## config.mk

```make
export PLATFORM = sky130hd
export DESIGN_NAME = sac_adc_ctrl
export DESIGN_NICKNAME = d
export VERILOG_FILES = /design/src/core/sac_pkg.sv /design/src/core/sac_adc_ctrl.sv
export SDC_FILE = /design/constraint.sdc
export NUM_CORES = 1
export LEC_CHECK = 0
export ABC_CLOCK_PERIOD_IN_PS = 3150
export BUFFER_PORTS_ARGS = -buffer_cell sky130_fd_sc_hd__buf_2
export CAP_MARGIN = 40
export CORE_MARGIN = 4
export CORE_UTILIZATION = 52
export CTS_CLUSTER_SIZE = 25
export DETAILED_ROUTE_END_ITERATION = 6
export PLACE_DENSITY = 0.8
export SLEW_MARGIN = 20
export SYNTH_ARGS = -nofsm -noshare
export SYNTH_HDL_FRONTEND = slang
export SYNTH_SLANG_ARGS = --single-unit
```

## constraint.sdc

```tcl
create_clock -name clk -period 3.15 [get_ports clk]
set_clock_uncertainty 0.2 [all_clocks]
set_input_delay 0.63 -clock clk [delete_from_list [all_inputs] [get_ports clk]]
set_output_delay 0.63 -clock clk [all_outputs]
set_load 0.1 [all_outputs]
```

## src/core/sac_pkg.sv

```systemverilog
// Constants, register layout and carrier types of the converter control block.
// Assumes a single 250 MHz clock and a 32-bit AXI4-Lite register port.
package sac_pkg;

   ////////////////////////////////////////////////////////////////////////////
   // Register map (byte addresses) and bus answers
   localparam int          SAC_ADDR_W      = 8;
   localparam logic [7:0]  SAC_OFS_CTRL    = 8'h00;
   localparam logic [7:0]  SAC_OFS_RESULT  = 8'h04;
   localparam logic [7:0]  SAC_OFS_CLKCFG  = 8'h08;
   localparam logic [1:0]  SAC_RESP_OKAY   = 2'h0;
   localparam logic [1:0]  SAC_RESP_SLVERR = 2'h2;

   ////////////////////////////////////////////////////////////////////////////
   // Field positions of conversion_control
   localparam int SAC_CTRL_DONE_BIT = 7;
   localparam int SAC_CTRL_IEN_BIT  = 6;
   localparam int SAC_CTRL_CONT_BIT = 5;
   localparam int SAC_CTRL_CH_LSB   = 0;
   localparam int SAC_CH_W          = 5;
   // Field positions of converter_clock_config
   localparam int SAC_CLK_DIV_LSB   = 5;
   localparam int SAC_DIV_W         = 3;
   localparam int SAC_CLK_SRC_BIT   = 4;

   ////////////////////////////////////////////////////////////////////////////
   // Values after reset, and the last port B and port D channel codes
   localparam logic [4:0] SAC_CH_POWER_OFF  = 5'h1f;
   localparam logic [4:0] SAC_CH_LAST_PORTB = 5'h07;
   localparam logic [4:0] SAC_CH_LAST_PORTD = 5'h0e;
   localparam logic [2:0] SAC_DIV_RESET     = 3'h0;
   localparam logic       SAC_SRC_RESET     = 1'b0;

   ////////////////////////////////////////////////////////////////////////////
   // Conversion timing in converter clocks, and the first trial bit
   localparam logic [3:0] SAC_CONV_LAST     = 4'hf;
   localparam logic [3:0] SAC_SAMPLE_CLOCKS = 4'h8;
   localparam logic [7:0] SAC_SAR_MSB       = 8'h80;

   ////////////////////////////////////////////////////////////////////////////
   // Types
   typedef enum logic {
      SAC_IDLE,
      SAC_CONV
   } sac_phase_t;

   typedef struct packed {
      logic       power_on;
      logic       sample;
      logic [7:0] trial;
      logic [4:0] selected_analog_input;
      logic [7:0] portb_override;
      logic [6:0] portd_override;
   } sac_ana_out_t;

endpackage

```

## src/core/sac_adc_ctrl.sv

```systemverilog
// Control, result and clock logic of an 8-bit successive-approximation
// converter, with its registers on an AXI4-Lite slave port.
// Assumes the analog comparator answers within one converter clock and that
// crystal_clock is a slow level already synchronous to clk.
//
// Notes on behaviour
// RULE1: Done flag set per conversion, read-only.
// RULE2: Control write or result read clears done.
// RULE3: Done flag reads 0 while interrupt enabled.
// RULE4: Interrupt enabled: request at conversion end.
// RULE5: Result read or control write withdraws request.
// RULE6: Continuous mode converts repeatedly, reloading result.
// RULE7: Single mode: one conversion per start.
// RULE8: Reset clears flags, channel all ones.
// RULE9: Codes 0-14 pick port B/D channels.
// RULE10: Codes 0x0F-0x1A unused, 0x1B reserved.
// RULE11: Codes 0x1C-0x1E route internal reference nodes.
// RULE12: Channel all ones powers converter off.
// RULE13: Software waits one conversion after power-up.
// RULE14: One 8-bit result register, loaded per conversion.
// RULE15: Prescaler divides by 1,2,4,8 or 16.
// RULE16: Source bit: 1 bus clock, 0 crystal.
// RULE17: Software aims converter clock near 1 MHz.
// RULE18: Slow crystal: software picks bus clock.
// RULE19: Software keeps clock settings during conversion.
// RULE20: Sixteen converter clocks, start after control write.
// RULE21: Continuous results overwrite unread ones.
// RULE22: Stop mode aborts; conversions resume afterwards.
// RULE23: Selected pin forced to converter input.
// RULE24: Result and completion appear together.
//
// The placing of the registers and the AXI4-Lite interface to the registers were decided locally.
`timescale 1ns/10ps

module sac_adc_ctrl
   import sac_pkg::*;
(
   input  wire logic                      clk,
   input  wire logic                      rst,
   input  wire logic [SAC_ADDR_W-1:0]     s_axi_awaddr,
   input  wire logic                      s_axi_awvalid,
   output logic                           s_axi_awready,
   input  wire logic [31:0]               s_axi_wdata,
   input  wire logic [3:0]                s_axi_wstrb,
   input  wire logic                      s_axi_wvalid,
   output logic                           s_axi_wready,
   output logic [1:0]                     s_axi_bresp,
   output logic                           s_axi_bvalid,
   input  wire logic                      s_axi_bready,
   input  wire logic [SAC_ADDR_W-1:0]     s_axi_araddr,
   input  wire logic                      s_axi_arvalid,
   output logic                           s_axi_arready,
   output logic [31:0]                    s_axi_rdata,
   output logic [1:0]                     s_axi_rresp,
   output logic                           s_axi_rvalid,
   input  wire logic                      s_axi_rready,
   input  wire logic                      crystal_clock,
   input  wire logic                      stop_mode,
   input  wire logic                      cmp_above,
   output sac_pkg::sac_ana_out_t          ana,
   output logic                           done_irq
);
   import sac_pkg::*;

   ////////////////////////////////////////////////////////////////////////////
   // State
   typedef struct packed {
      logic                  aw_got;
      logic [SAC_ADDR_W-1:0] aw_addr;
      logic                  w_got;
      logic [31:0]           w_data;
      logic                  w_lane0;
      logic                  bvalid;
      logic [1:0]            bresp;
      logic                  rvalid;
      logic [31:0]           rdata;
      logic [1:0]            rresp;
      logic                  conversion_done_flag;
      logic                  done_irq_enable;
      logic                  continuous_mode_bit;
      logic [SAC_CH_W-1:0]   channel_select;
      logic [SAC_DIV_W-1:0]  converter_prescaler;
      logic                  converter_clock_source;
      logic                  xtal_q;
      logic [3:0]            div_cnt;
      sac_phase_t            phase;
      logic                  run_req;
      logic [3:0]            step;
      logic [7:0]            sar;
      logic [7:0]            result;
      logic                  irq;
      sac_ana_out_t          ana;
   } sac_state_t;

   sac_state_t st_r;
   sac_state_t st_nxt;
   // All state lives in one struct; st_nxt is its next value

   logic                  aw_fire;
   logic                  w_fire;
   logic                  ar_fire;
   logic                  wr_now;
   logic [SAC_ADDR_W-1:0] wr_addr;
   logic [31:0]           wr_data;
   logic                  wr_lane0;
   logic                  ctrl_wr;
   logic                  result_rd;
   logic                  src_tick;
   logic                  conv_tick;
   logic [3:0]            div_last;
   logic [7:0]            trial;
   logic [7:0]            final_val;
   logic                  powered_off;

   // Ready drops while an answer waits: one write, one read in flight
   assign s_axi_awready = !st_r.aw_got && !st_r.bvalid;
   assign s_axi_wready  = !st_r.w_got && !st_r.bvalid;
   assign s_axi_arready = !st_r.rvalid;
   assign s_axi_bvalid  = st_r.bvalid;
   assign s_axi_bresp   = st_r.bresp;
   assign s_axi_rvalid  = st_r.rvalid;
   assign s_axi_rdata   = st_r.rdata;
   assign s_axi_rresp   = st_r.rresp;
   assign ana           = st_r.ana;
   assign done_irq      = st_r.irq;

   assign aw_fire = s_axi_awvalid && s_axi_awready;
   assign w_fire  = s_axi_wvalid && s_axi_wready;
   assign ar_fire = s_axi_arvalid && s_axi_arready;

   ////////////////////////////////////////////////////////////////////////////
   // Next state
   always_comb begin
      st_nxt = st_r;

      // Bus write: address and data arrive in either order
      wr_addr  = aw_fire ? s_axi_awaddr : st_r.aw_addr;
      wr_data  = w_fire ? s_axi_wdata : st_r.w_data;
      wr_lane0 = w_fire ? s_axi_wstrb[0] : st_r.w_lane0;
      wr_now   = (st_r.aw_got || aw_fire) && (st_r.w_got || w_fire);
      ctrl_wr  = 1'b0;
      if (s_axi_bready && st_r.bvalid) begin
         st_nxt.bvalid = 1'b0;
      end
      if (aw_fire) begin
         st_nxt.aw_got  = 1'b1;
         st_nxt.aw_addr = s_axi_awaddr;
      end
      if (w_fire) begin
         st_nxt.w_got   = 1'b1;
         st_nxt.w_data  = s_axi_wdata;
         st_nxt.w_lane0 = s_axi_wstrb[0];
      end
      if (wr_now) begin
         st_nxt.aw_got = 1'b0;
         st_nxt.w_got  = 1'b0;
         st_nxt.bvalid = 1'b1;
         st_nxt.bresp  = SAC_RESP_OKAY;
         // Only byte lane 0 carries register bits
         case ({wr_addr[SAC_ADDR_W-1:2], 2'b00})
            SAC_OFS_CTRL: begin
               if (wr_lane0) begin
                  ctrl_wr = 1'b1;
                  st_nxt.done_irq_enable     = wr_data[SAC_CTRL_IEN_BIT];
                  st_nxt.continuous_mode_bit = wr_data[SAC_CTRL_CONT_BIT];
                  st_nxt.channel_select =
                     wr_data[SAC_CTRL_CH_LSB +: SAC_CH_W];
               end
            end
            SAC_OFS_RESULT: begin
               // Read-only; the write is accepted and dropped
            end
            SAC_OFS_CLKCFG: begin
               if (wr_lane0) begin
                  st_nxt.converter_prescaler =
                     wr_data[SAC_CLK_DIV_LSB +: SAC_DIV_W];
                  st_nxt.converter_clock_source = wr_data[SAC_CLK_SRC_BIT];
               end
            end
            default: st_nxt.bresp = SAC_RESP_SLVERR;
         endcase
      end

      // Bus read
      // A result read clears at the AR edge, not at rready
      result_rd = 1'b0;
      if (s_axi_rready && st_r.rvalid) begin
         st_nxt.rvalid = 1'b0;
      end
      if (ar_fire) begin
         st_nxt.rvalid = 1'b1;
         st_nxt.rresp  = SAC_RESP_OKAY;
         st_nxt.rdata  = 32'h0000_0000;
         case ({s_axi_araddr[SAC_ADDR_W-1:2], 2'b00})
            SAC_OFS_CTRL: begin
               // Flag is kept under interrupt mode but reads 0
               st_nxt.rdata[SAC_CTRL_DONE_BIT] =
                  st_r.conversion_done_flag && !st_r.done_irq_enable; // RULE3
               st_nxt.rdata[SAC_CTRL_IEN_BIT]  = st_r.done_irq_enable;
               st_nxt.rdata[SAC_CTRL_CONT_BIT] = st_r.continuous_mode_bit;
               st_nxt.rdata[SAC_CTRL_CH_LSB +: SAC_CH_W] =
                  st_r.channel_select;
            end
            SAC_OFS_RESULT: begin
               st_nxt.rdata[7:0] = st_r.result;
               result_rd = 1'b1;
            end
            SAC_OFS_CLKCFG: begin
               st_nxt.rdata[SAC_CLK_DIV_LSB +: SAC_DIV_W] =
                  st_r.converter_prescaler;
               st_nxt.rdata[SAC_CLK_SRC_BIT] = st_r.converter_clock_source;
            end
            default: st_nxt.rresp = SAC_RESP_SLVERR;
         endcase
      end

      // Clearing comes first so that a completion in the same cycle wins
      if (ctrl_wr || result_rd) begin
         st_nxt.conversion_done_flag = 1'b0; // RULE2
         st_nxt.irq                  = 1'b0; // RULE5
      end

      // Converter clock: bus clock ticks every cycle, crystal on its edge
      // Edge register resets low: a high crystal gives one early
      // tick, harmless as nothing is armed before a control write
      st_nxt.xtal_q = crystal_clock;
      src_tick = st_r.converter_clock_source ||
                 (crystal_clock && !st_r.xtal_q); // RULE16
      case (st_r.converter_prescaler)
         3'h0:    div_last = 4'h0;
         3'h1:    div_last = 4'h1;
         3'h2:    div_last = 4'h3;
         3'h3:    div_last = 4'h7;
         default: div_last = 4'hf;
      endcase // RULE15
      // Free counter, never re-phased by a start: a single run
      // therefore takes 16 to 17 converter clocks
      conv_tick = 1'b0;
      if (src_tick) begin
         if (st_r.div_cnt >= div_last) begin
            st_nxt.div_cnt = 4'h0;
            conv_tick      = 1'b1;
         end else begin
            st_nxt.div_cnt = st_r.div_cnt + 4'h1;
         end
      end

      // Successive approximation: sample, then one bit per clock, MSB first
      trial = st_r.sar | (SAC_SAR_MSB >> (st_r.step - SAC_SAMPLE_CLOCKS));
      if (st_r.step < SAC_SAMPLE_CLOCKS) begin
         trial = st_r.sar;
      end
      // The comparator is trusted only at ticks, once ana.trial
      // has stood for a whole converter clock
      final_val = cmp_above ? trial : st_r.sar;
      // Power-off blocks a start even with a request armed
      powered_off = (st_r.channel_select == SAC_CH_POWER_OFF);

      // Priority: control write, then stop or power-off, then ticks
      if (ctrl_wr) begin
         // A control write restarts; the next converter edge begins it
         st_nxt.phase   = SAC_IDLE; // RULE20
         st_nxt.step    = 4'h0;
         st_nxt.sar     = 8'h00;
         st_nxt.run_req = (st_nxt.channel_select != SAC_CH_POWER_OFF);
      end else if (stop_mode || powered_off) begin
         // Abort; run_req survives stop so the work resumes on exit
         st_nxt.phase = SAC_IDLE; // RULE22 RULE12
         st_nxt.step  = 4'h0;
         st_nxt.sar   = 8'h00;
      end else if (conv_tick) begin
         case (st_r.phase)
            SAC_IDLE: begin
               if (st_r.run_req) begin
                  st_nxt.phase = SAC_CONV; // RULE20
                  st_nxt.step  = 4'h0;
                  st_nxt.sar   = 8'h00;
               end
            end
            SAC_CONV: begin
               if (st_r.step >= SAC_SAMPLE_CLOCKS && cmp_above) begin
                  st_nxt.sar = trial;
               end
               st_nxt.step = st_r.step + 4'h1;
               if (st_r.step == SAC_CONV_LAST) begin
                  st_nxt.result = final_val; // RULE14 RULE21
                  st_nxt.conversion_done_flag = 1'b1; // RULE1 RULE24
                  if (st_r.done_irq_enable) begin
                     st_nxt.irq = 1'b1; // RULE4 RULE24
                  end
                  st_nxt.step = 4'h0;
                  st_nxt.sar  = 8'h00;
                  if (!st_r.continuous_mode_bit) begin
                     st_nxt.phase   = SAC_IDLE; // RULE7
                     st_nxt.run_req = 1'b0;
                  end // RULE6
               end
            end
            default: st_nxt.phase = SAC_IDLE;
         endcase
      end

      // Analog side; unused codes still convert, giving whatever the mux
      // delivers, and internal reference codes pass through as selects
      st_nxt.ana.power_on = (st_nxt.channel_select != SAC_CH_POWER_OFF);
      st_nxt.ana.sample   = (st_nxt.phase == SAC_CONV) &&
                            (st_nxt.step < SAC_SAMPLE_CLOCKS);
      st_nxt.ana.trial = st_nxt.sar |
         (SAC_SAR_MSB >> (st_nxt.step - SAC_SAMPLE_CLOCKS));
      if (st_nxt.step < SAC_SAMPLE_CLOCKS) begin
         st_nxt.ana.trial = st_nxt.sar;
      end
      st_nxt.ana.selected_analog_input =
         st_nxt.channel_select; // RULE11 RULE10
      for (int i = 0; i < 8; i++) begin
         st_nxt.ana.portb_override[i] =
            (st_nxt.channel_select == 5'(i)); // RULE9 RULE23
      end
      for (int i = 0; i < 7; i++) begin
         st_nxt.ana.portd_override[i] =
            (st_nxt.channel_select == 5'(i + 8)); // RULE9 RULE23
      end
   end

   ////////////////////////////////////////////////////////////////////////////
   // Registers
   always_ff @(posedge clk) begin
      if (rst) begin
         // Clear all, then set each field's reset value by name; only the channel codes are not zero
         st_r                        <= '0;
         st_r.bresp                  <= SAC_RESP_OKAY;
         st_r.rresp                  <= SAC_RESP_OKAY;
         st_r.conversion_done_flag   <= 1'b0; // RULE8
         st_r.done_irq_enable        <= 1'b0; // RULE8
         st_r.continuous_mode_bit    <= 1'b0; // RULE8
         st_r.channel_select         <= SAC_CH_POWER_OFF; // RULE8
         st_r.converter_prescaler    <= SAC_DIV_RESET;
         st_r.converter_clock_source <= SAC_SRC_RESET; // RULE16
         st_r.phase                  <= SAC_IDLE;
         st_r.ana.selected_analog_input <= SAC_CH_POWER_OFF;
      end else begin
         st_r <= st_nxt;
      end
   end

endmodule // sac_adc_ctrl

```

Word level (Yosys, flattened, before mapping)
Index checks and enable logic that the tools add are counted.
{"block": "totals", "ff_bits": 98, "latch_bits": 0, "ramBits": 0, "rom_bits": 0, "in_bits": 62, "out_inout_bits": 72, "wordCells": 161, "memories": 0}
{"block": "op_classes", "n_addsub": 4, "mul": 0, "div_mod_pow": 0, "magnitude_cmp": 4, "eq_ne": 26, "shift": 2, "mux": 52, "n_bitwise": 5, "reduce_logical": 39}
{"operator": "$mux 8", "count": 6}
{"operator": "$mux 23", "count": 2}
{"operator": "$eq 5x4->1 const B", "count": 7}
{"operator": "$mux 35", "count": 1}
{"operator": "$mux 1", "count": 24}
{"operator": "$mux 12", "count": 2}
{"operator": "$pmux 12 s2", "count": 1}
{"operator": "$eq 5x3->1 const B", "count": 4}
{"operator": "$mux 9", "count": 2}
{"operator": "$or 8x8->8", "count": 2}
{"operator": "$pmux 4 s4", "count": 1}
{"operator": "$shr 8x4->8 const A", "count": 2}
{"operator": "$mux 14", "count": 1}
{"operator": "$eq 6x1->1 const B", "count": 2}
{"operator": "$eq 6x2->1 const B", "count": 2}
{"operator": "$logic_and 1x1->1", "count": 12}
{"operator": "$logic_not 6->1", "count": 2}
{"operator": "$mux 4", "count": 3}
{"operator": "$pmux 4 s3", "count": 1}
{"operator": "$eq 5x2->1 const B", "count": 2}
{"operator": "$mux 5", "count": 2}
{"operator": "$reduce_and 5->1", "count": 2}
{"operator": "$reduce_bool 2->1", "count": 5}
{"operator": "$add 4x1->4 const B", "count": 2}
{"operator": "other kinds (24)", "count": 42}

Logic depth before layout (Yosys ltp)
Gate-level depths: netlist of the first run.
{"block": "logic_depth", "depth_word": 19, "ltp_mapped": 10, "depth_no_buf": 9}

Worst setup path before layout of the first run
Ideal clock, no wire load.
{"block": "synth_timing", "path_type": "flip-flop to flip-flop", "startpoint": "register st_r (netlist bit s_axi_rvalid)", "endpoint": "register st_r (netlist bit s_axi_rdata[0])", "setup_ns": 0.129, "arrival_time_ns": 2.625, "required_ns": 2.821, "setup_slack_ns": 0.197, "path_stages_with_launch": 7, "n_path_buf": 1, "period_less_slack_ns": 2.953, "cell_sequence": "dfxtp_1 inv_1 nand2_1 clkbuf_1 nor4_1 a222oi_1 nor2_1"}
{"block": "synth_between", "elab_chain_len": 2}
{"item": "start: declaration", "line_no": "sac_adc_ctrl.sv:95", "source": "sac_state_t st_r;"}
{"item": "start signal: assignment", "line_no": "sac_adc_ctrl.sv:342", "source": "st_r <= st_nxt;"}
{"item": "$logic_not 1->1", "line_no": "sac_adc_ctrl.sv:118", "source": "assign s_axi_arready = !st_r.rvalid;"}
{"item": "via s_axi_arready", "line_no": "sac_adc_ctrl.sv:52", "source": "output logic s_axi_arready,"}
{"item": "$logic_and 1x1->1", "line_no": "sac_adc_ctrl.sv:129", "source": "assign ar_fire = s_axi_arvalid && s_axi_arready;"}
The timed path passes the listed nets, and every way through them passes these cells.
A chain may end at the register's enable or synchronous reset.

Final worst setup path of the first run
{"block": "layout_timing", "startpoint": "register st_r[61] (netlist name)", "endpoint": "register st_r[32] (netlist name)"}
{"block": "layout_between", "elab_chain_len": 6, "elab_cells_between_ends": 9, "cone_classes": "1 x order compare; 3 x eq/ne; 3 x mux; 2 x reduce/logical"}
{"item": "$eq 3x2->1, or another cell as far along", "line_no": "sac_adc_ctrl.sv:229", "source": "case (st_r.converter_prescaler)"}
{"item": "$pmux 4 s4 (*)", "line_no": "sac_adc_ctrl.sv:229"}
{"item": "$ge 4x4->1 (*)", "line_no": "sac_adc_ctrl.sv:240", "source": "if (st_r.div_cnt >= div_last) begin"}
{"item": "$mux 1 (*)", "line_no": "sac_adc_ctrl.sv:240"}
{"item": "$mux 1 (*)", "line_no": "sac_adc_ctrl.sv:239", "source": "if (src_tick) begin"}
{"item": "$reduce_and 5->1 (no source line) (*)"}
Mark *: on every way between the ends. The rest lies on a longest branch, timed or not.

==> results.sh, run 1 <==
export IMPL_status="completed"
export IMPL_netlist_area_leader_share=0.419
export IMPL_cts_buffers=9
export IMPL_fin_nets=610
export IMPL_crit_family="simple AND/OR/NAND/NOR gates"
export IMPL_grt_overflow_total=0
export IMPL_coreArea_mm2=0.00830
export IMPL_hold_viol=0
export IMPL_wirelength_met1_um=4090
export IMPL_critPathMaxStageDelay_ns=0.56
export IMPL_crit_path_top_delay_cell="nor3_1"
export IMPL_drc=0
export IMPL_hpwl_um=7150
export IMPL_yosys_register_bits=94
export IMPL_cp_cell_sequence="nor2_1, nand2_1, ha_1, nor2b_1, o21a_1, nor3_1, nand4_2, a211oi_1, nor3_1"
export IMPL_grt_pass1_wl_um=15400
export IMPL_rows=33
export IMPL_yosysWarnings=0
export IMPL_period_minus_slack_ns=2.90
export IMPL_initial_utilization=0.541
export IMPL_synthSimpleGateAreaFrac=0.198
export IMPL_antenna_diode_count=0
export IMPL_power_density_mw_per_mm2=527
export IMPL_crit_fanout=16
export IMPL_ctsHoldBuffers=0
export IMPL_fillerInstances=768
export IMPL_crit_buf_inv=0
export IMPL_grt_start_max_net_pins=21
export IMPL_synth_edf_count=0
export IMPL_synthXorXnorAreaFrac=0.00585
export IMPL_firstDrtPassIters=5
export IMPL_io_pins=134
export IMPL_finalMaxSlewViolations=0
export IMPL_worst_ir_drop_vdd_v=0.000204
export IMPL_yosysTopAreaCell="dfxtp_1"
export IMPL_wl_um=9500
export IMPL_synth_adder_area_share=0.0306
export IMPL_synthTopCellsByArea="dfxtp_1, buf_4, nor2_1"
export IMPL_grt_setup_unrepaired="false"
export IMPL_layout_common_cells="dfxtp_1, buf_2, nor2_1"
export IMPL_hold_path_class="in2reg"
export IMPL_grt_antenna_before_repair=0
export IMPL_synth_compound_area_frac=0.145
export IMPL_die_w_um=101
export IMPL_syn2layout_area_growth_pct=6.82
export IMPL_clkTransAtPathRegs_ns=0.09
export IMPL_synth_main_ff_cell="dfxtp_1"
export IMPL_clk_latency_ns=0.36
export IMPL_p_leak_nw=2.14
export IMPL_die_y_um=101
export IMPL_met2_length_um=4530
export IMPL_regArea_mm2=0.00188
export IMPL_syn_area_per_cell_um2=9.02
export IMPL_muxShareOfSynthArea=0.0602
export IMPL_end_kind="flip-flop"
export IMPL_finalPower_mw=2.53
export IMPL_setup_viol=0
export IMPL_dr_wl_met3_um=733
export IMPL_vias=3496
export IMPL_synthesis_area_mm2=0.00449
export IMPL_fin_tns_setup_ns=0
export IMPL_first_iter_violations=168
export IMPL_path_common_cell="nor3_1"
export IMPL_final_util=0.578
export IMPL_slew_headroom=0.550
export IMPL_async_reset_ff_frac=0
export IMPL_clockBufferDepth=2
export IMPL_drtAntennaViolNets=0
export IMPL_post_cts_buffers=0
export IMPL_worstPathArrival_ns=2.94
export IMPL_portBuffers=76
export IMPL_fin_crit_sh=0.919
export IMPL_multi_input_area_mm2=0.00208
export IMPL_syn_inst=498
export IMPL_drive_gt1_frac=0.214
export IMPL_die_area_mm2=0.0102
export IMPL_final_common_cell="dfxtp_1"
export IMPL_grtUsageTotal=0.186
export IMPL_synth_top_family_by_area="simple AND/OR/NAND/NOR gates"
export IMPL_start_kind="flip-flop"
export IMPL_ys_types=63
export IMPL_worstPathRequired_ns=3.19
export IMPL_clock_sinks=94
export IMPL_avgRoutedWirePerCell_um=14.7
export IMPL_h_tree_depth=3
export IMPL_max_freq_mhz=345
export IMPL_top_layer="met4"
export IMPL_cts_tree="built"
export IMPL_seq_area_frac_synth=0.419
export IMPL_cts_resized=0
export IMPL_cts_root_buf="clkbuf_8"
export IMPL_grt_pass1_vias=3320
export IMPL_viasPerCell=5.41
export IMPL_worst_pin_slew_ns=0.669
export IMPL_worstSetupPathType="reg2reg"
export IMPL_cap_violations=0
export IMPL_gp_congestion=0.861
==> registers in the layout, summed over array words and instances, names as in the netlist <==
signal and flops:
ana 30, s_axi_bvalid 1, st_r 51, done_irq 1, s_axi_bresp 1, s_axi_rdata 8, s_axi_rvalid 1, s_axi_rresp 1
==> layer usage <==
layer  vias up  GRT usage
li1       1740          -
met1      1619      0.235
met2       118      0.311
met3        19     0.0436
met4         0     0.0644
met5         -          0
==> path summary, 6_finish.rpt <==
check | depth (start not counted) | endpoint | slack (ns) | startpoint
setup reg to reg | 9 | st_r[32] | 0.25 | st_r[61]
hold reg to reg | 2 | st_r[69] | 0.26 | st_r[69]
hold / removal | 2 | s_axi_rvalid | 0.24 | s_axi_rready
setup / recovery | 9 | st_r[32] | 0.25 | st_r[61]
==> cells in the mapped netlist (6+ instances only) <==
library cell / number
a211oi_1: 10
a21oi_1: 14
a31oi_1: 11
and2_1: 6
buf_2: 6
buf_4: 66
clkbuf_1: 9
dfxtp_1: 94
ha_1: 11
inv_1: 15
mux2i_1: 19
nand2_1: 24
nor2_1: 62
nor2b_1: 24
nor3_1: 23
o211ai_1: 9
o21ai_0: 8
==> per-stage QoR <==
step	hold slack, ns	std cells	instance area [um2]	worst slack [ns]
final	0.239	646	4800	0.255
after CTS	0.230	646	4800	0.271
after global placement	0.250	631	4600	0.233
after detailed placement	0.251	631	4600	0.185
after floorplan	0.234	523	4590	0.197
after global routing	0.235	646	4800	0.0631
==> where the power goes <==
part | internal [mW] | leakage (nW) | switching [mW]
Clock | 0.371 | 0.0976 | 0.421
Sequential | 1.22 | 0.762 | 0.0265
Combinational | 0.104 | 1.28 | 0.388
Total | 1.70 | 2.14 | 0.835
==> logic make-up (layout without fill, tap and decap cells) <==
kind of cell    Yosys count  count (layout)
other cells               1              26
simple gates            176             176
flops                    94              94
xor+xnor                  3               3
buf+inv                  98             116
fa+ha+maj                11              11
compound gates           90              90
mux                      25              25
==> worst reg2reg max path: stages (launching register included) <==
cell and delay (ns):
dfxtp_1 0.37, nor2_1 0.15, nand2_1 0.08, ha_1 0.27, nor2b_1 0.05, o21a_1 0.22
nor3_1 0.56, nand4_2 0.41, a211oi_1 0.40, nor3_1 0.07
==> final cells by class <==
| cell class | count | share of cell area |
|---|---|---|
| Inverter | 15 | 0.0117 |
| Clock buffer | 9 | 0.0258 |
| Clock inverter | 6 | 0.0149 |
| Sequential cell | 94 | 0.392 |
| Tap cell | 105 | 0.0274 |
| Multi-Input combinational cell | 331 | 0.433 |
| Timing Repair Buffer | 86 | 0.0949 |
Power figures use the tool's default switching activity.
==> run 2, diff against run 1 <==
BUFFER_PORTS_ARGS = not set   (was -buffer_cell sky130_fd_sc_hd__buf_2)
CORE_UTILIZATION = 60   (was 52)
DONT_BUFFER_PORTS = 1   (was not set)
PLACE_DENSITY = 0.76   (was 0.8)
==> results.sh, run 2 (synthesis gave the netlist of run 1 again) <==
export IMPL_status="completed"
export IMPL_critPathMaxStageDelay_ns=0.48
export IMPL_grt_pass1_wl_um=16600
export IMPL_io_pins=134
export IMPL_clockBufferDepth=2
export IMPL_hold_viol=0
export IMPL_die_y_um=94.5
export IMPL_reg2reg_depth=6
export IMPL_fin_tns_setup_ns=0
export IMPL_rr_startpoint="s_axi_bvalid"
export IMPL_largest_register_ffs=51
export IMPL_grt_antenna_before_repair=1
export IMPL_clock_sinks=94
export IMPL_final_util=0.702
export IMPL_cts_buffers=9
export IMPL_firstDrtPassIters=5
export IMPL_cap_violations=0
export IMPL_worstPathArrival_ns=2.90
export IMPL_viasPerCell=5.73
export IMPL_initial_utilization=0.619
export IMPL_die_w_um=94.5
export IMPL_crit_buf_inv=0
export IMPL_avgRoutedWirePerCell_um=16.6
export IMPL_cts_resized=0
export IMPL_grt_setup_unrepaired="false"
export IMPL_worst_pin_slew_ns=0.726
export IMPL_fillerInstances=532
export IMPL_cts_root_buf="clkbuf_8"
export IMPL_cp_cell_sequence="nor3b_2, mux2i_2, o2111ai_2, and3_1, a31oi_1, nor2_1"
export IMPL_cp_depth=6
export IMPL_syn2layout_area_growth_pct=13.4
export IMPL_slew_headroom=0.511
export IMPL_grt_overflow_total=0
export IMPL_p_leak_nw=2.10
export IMPL_top_register="st_r"
export IMPL_crit_family="simple AND/OR/NAND/NOR gates"
export IMPL_worstSetupPathType="reg2reg"
export IMPL_cts_tree="built"
export IMPL_crit_path_top_delay_cell="mux2i_2"
export IMPL_worstPathRequired_ns=3.19
export IMPL_fin_nets=575
export IMPL_layout_common_cells="dfxtp_1, nor2_1, buf_8"
export IMPL_first_iter_violations=215
export IMPL_hold_path_class="in2reg"
export IMPL_die_area_mm2=0.00893
export IMPL_coreArea_mm2=0.00725
export IMPL_rr_endpoint="ana[8]"
export IMPL_rrSetupSlack_ns=0.29
export IMPL_start_kind="flip-flop"
export IMPL_worst_ir_drop_vdd_v=0.000240
export IMPL_end_kind="flip-flop"
export IMPL_place_area_mm2=0.00490
export IMPL_hold_depth=1
export IMPL_finalMaxSlewViolations=0
export IMPL_drtAntennaViolNets=0
export IMPL_min_to="s_axi_rdata[1]"
export IMPL_hpwl_um=7730
export IMPL_setup_viol=0
export IMPL_ctsHoldBuffers=0
export IMPL_drive_gt1_frac=0.166
export IMPL_crit_fanout=8
export IMPL_gp_congestion=0.901
export IMPL_wl_um=10100
export IMPL_portBuffers=0
export IMPL_max_freq_mhz=350
export IMPL_drc=0
export IMPL_finalPower_mw=2.50
export IMPL_rows=31
export IMPL_period_minus_slack_ns=2.86
export IMPL_clkTransAtPathRegs_ns=0.10
export IMPL_clk_latency_ns=0.36
export IMPL_power_density_mw_per_mm2=490
export IMPL_final_common_cell="dfxtp_1"
export IMPL_grtUsageTotal=0.236
export IMPL_fin_crit_sh=0.907
export IMPL_grt_pass1_vias=3414
export IMPL_vias=3476
export IMPL_h_tree_depth=3
export IMPL_hp_start="rst"
export IMPL_post_cts_buffers=0
export IMPL_fin_area_mm2=0.00509
export IMPL_grt_start_max_net_pins=55
## run 2: how the worst max path moves through the flow
stage | startpoint | slack (ns) | to
detailed placement | s_axi_awvalid | 0.17 | ana[8]
global route | st_r[61] | 0.06 | ana[27]
global placement | s_axi_awvalid | 0.28 | ana[0]
finish | s_axi_bvalid | 0.29 | ana[8]
CTS | s_axi_bvalid | 0.34 | ana[8]
floorplan | s_axi_rvalid | 0.20 | s_axi_rdata[0]
## run 2: per-stage QoR
step                hold WS, ns  std cells  setup slack (ns)
floorplan                 0.234        523             0.197
detailed placement        0.263        590             0.167
global route              0.105        607            0.0647
finish                    0.130        607             0.294
global placement          0.248        554             0.276
CTS                       0.119        606             0.337
## run 2: layout make-up
type	instances	area, um2	share of cell area
Tap cell	99	124	0.0243
Multi-Input combinational cell	331	2080	0.409
Antenna cell	1	2.50	0.000491
Inverter	15	56.3	0.0111
Sequential cell	94	1880	0.370
Timing Repair Buffer	51	753	0.148
Clock inverter	7	67.6	0.0133
Clock buffer	9	124	0.0243
## run 2: where the power goes
| group | leakage, nW | total (mW) | internal (mW) | switching (mW) |
|---|---|---|---|---|
| Clock | 0.0932 | 0.760 | 0.303 | 0.457 |
| Combinational | 1.25 | 0.489 | 0.111 | 0.378 |
| Sequential | 0.762 | 1.25 | 1.22 | 0.0281 |
## run 2: worst register-to-register path, cell delays in order, from the launching register on
cell,delay [ns]
dfxtp_1,0.41
nor3b_2,0.43
mux2i_2,0.48
o2111ai_2,0.42
and3_1,0.32
a31oi_1,0.36
nor2_1,0.12
## run 2: layer usage
metal  global-route usage  part of all wire  vias up
met1                0.281              0.40     1652
met4               0.0950             0.016        0
li1                     -                 -     1662
met2                0.410              0.50      146
met5                    0                 0        -
met3               0.0550             0.084       16
==> run 3, diff against run 2 <==
--- a/config.mk
+++ b/config.mk
@@ -14,2 +14,3 @@
 export DONT_BUFFER_PORTS = 1
+export HOLD_SLACK_MARGIN = 0.12
 export PLACE_DENSITY = 0.76
--- a/constraint.sdc
+++ b/constraint.sdc
@@ -4,2 +4,2 @@
 set_output_delay 0.63 -clock clk [all_outputs]
-set_load 0.1 [all_outputs]
+set_load 0.01 [all_outputs]
==> results.sh, run 3 (synthesis gave the netlist of run 1 again) <==
export IMPL_setup_viol=0
export IMPL_period_minus_slack_ns=2.77
export IMPL_worstPathRequired_ns=3.24
export IMPL_finalMaxSlewViolations=0
export IMPL_grt_overflow_total=0
export IMPL_cts_buffers=9
export IMPL_place_area_mm2=0.00422
export IMPL_worst_pin_slew_ns=0.649
export IMPL_grt_antenna_before_repair=0
export IMPL_syn2layout_area_growth_pct=-0.864
export IMPL_crit_fanout=12
export IMPL_initial_utilization=0.619
export IMPL_hold_path_class="in2reg"
export IMPL_clk_latency_ns=0.36
export IMPL_cts_tree="built"
export IMPL_worstPathArrival_ns=2.86
export IMPL_drive_gt1_frac=0.0878
export IMPL_cap_violations=0
export IMPL_grtUsageTotal=0.209
export IMPL_p_leak_nw=1.80
export IMPL_drc=0
export IMPL_top_register="st_r"
export IMPL_grt_pass1_vias=3034
export IMPL_end_kind="flip-flop"
export IMPL_finalWorstSetupSlack_ns=0.385
export IMPL_finalPower_mw=2.36
export IMPL_slew_headroom=0.563
export IMPL_layout_common_cells="dfxtp_1, nor2_1, conb_1"
export IMPL_hpwl_um=6910
export IMPL_vias=3213
export IMPL_cts_resized=0
export IMPL_dr_wl_met3_um=773
export IMPL_wl_um=9330
export IMPL_worst_ir_drop_vdd_v=0.000226
export IMPL_portBuffers=0
export IMPL_rows=31
export IMPL_fin_tns_setup_ns=0
export IMPL_clock_sinks=94
export IMPL_fin_nets=535
export IMPL_avgRoutedWirePerCell_um=16.5
export IMPL_worstSetupPathType="reg2reg"
export IMPL_start_kind="flip-flop"
export IMPL_viasPerCell=5.68
export IMPL_met2_length_um=4510
export IMPL_max_freq_mhz=362
export IMPL_grt_pass1_wl_um=14700
export IMPL_gp_congestion=0.884
export IMPL_die_y_um=94.5
export IMPL_antenna_diode_count=0
export IMPL_pre_cts_ws_ns=0.252
export IMPL_clkTransAtPathRegs_ns=0.09
export IMPL_top_layer="met4"
export IMPL_coreArea_mm2=0.00725
export IMPL_final_common_cell="dfxtp_1"
export IMPL_die_w_um=94.5
export IMPL_clockBufferDepth=2
export IMPL_first_iter_violations=157
export IMPL_power_density_mw_per_mm2=531
export IMPL_fin_area_mm2=0.00445
export IMPL_cts_root_buf="clkbuf_8"
export IMPL_drtAntennaViolNets=0
export IMPL_status="completed"
export IMPL_io_pins=134
export IMPL_largest_register_ffs=51
export IMPL_fin_crit_sh=0.878
export IMPL_firstDrtPassIters=4
export IMPL_grt_setup_unrepaired="false"
export IMPL_h_tree_depth=3
export IMPL_die_area_mm2=0.00893
export IMPL_wirelength_met1_um=3910
export IMPL_grt_start_max_net_pins=55
export IMPL_hold_viol=0
export IMPL_post_cts_buffers=0
run 3: cell count changes in the layout (fill, tap and decap cells not counted), sizes merged:
cell / before / now
buf: 51 / 10
clkinv: 4 / 0
bufinv: 0 / 2
clkinvlp: 1 / 2
diode: 1 / 0
dlygate4sd3: 0 / 1
inv: 17 / 18
run 3: worst paths after layout:
kind,startpoint,endpoint,slack (ns),depth (start not counted)
worst max-delay path,st_r[61],ana[27],0.38,9
worst min-delay path,rst,s_axi_rdata[3],0.13,1
worst max register to register,st_r[61],ana[27],0.38,9
worst min register to register,st_r[69],st_r[69],0.27,2
run 3: report_power, final:
part	switching [mW]	leakage (nW)	internal, mW
combinational	0.126	0.935	0.0808
sequential	0.0342	0.762	1.22
clock	0.444	0.108	0.458
run 3: area by class of cell:
class,instances,area (um2)
Tap cell,99,124
Timing Repair Buffer,11,85.1
Sequential cell,94,1880
Fill cell,640,2800
Multi-Input combinational cell,331,2080
Clock inverter,7,104
Inverter,15,56.3
Clock buffer,9,124
run 3: what timing repair did:
action	4_1_cts	5_1_grt
endpoints found under the setup margin	0	0
hold endpoints to repair	1	0
hold buffers	1	0
run 3: critical path, stage by stage, from the launching register on:
cell and delay, ns:
dfxtp_1 0.43, a21oi_1 0.07, ha_1 0.27, o21ai_0 0.20
nor2b_1 0.35, nor3_1 0.09, buf_4 0.19, a21oi_1 0.25
or3b_2 0.48, o21bai_1 0.16
run 3: per-stage QoR:
step | util | hold WS (ns) | cells
2_1_floorplan | - | 0.234 | 523
3_3_place_gp | 0.581 | 0.249 | 549
3_5_place_dp | 0.581 | 0.255 | 549
4_1_cts | 0.614 | 0.121 | 566
5_1_grt | 0.614 | 0.124 | 566
6_report | 0.614 | 0.135 | 566
run 3: layer usage:
layer | GRT usage | vias up
li1 | - | 1585
met3 | 0.0542 | 18
met4 | 0.0889 | 0
met2 | 0.352 | 117
met5 | 0 | -
met1 | 0.253 | 1493
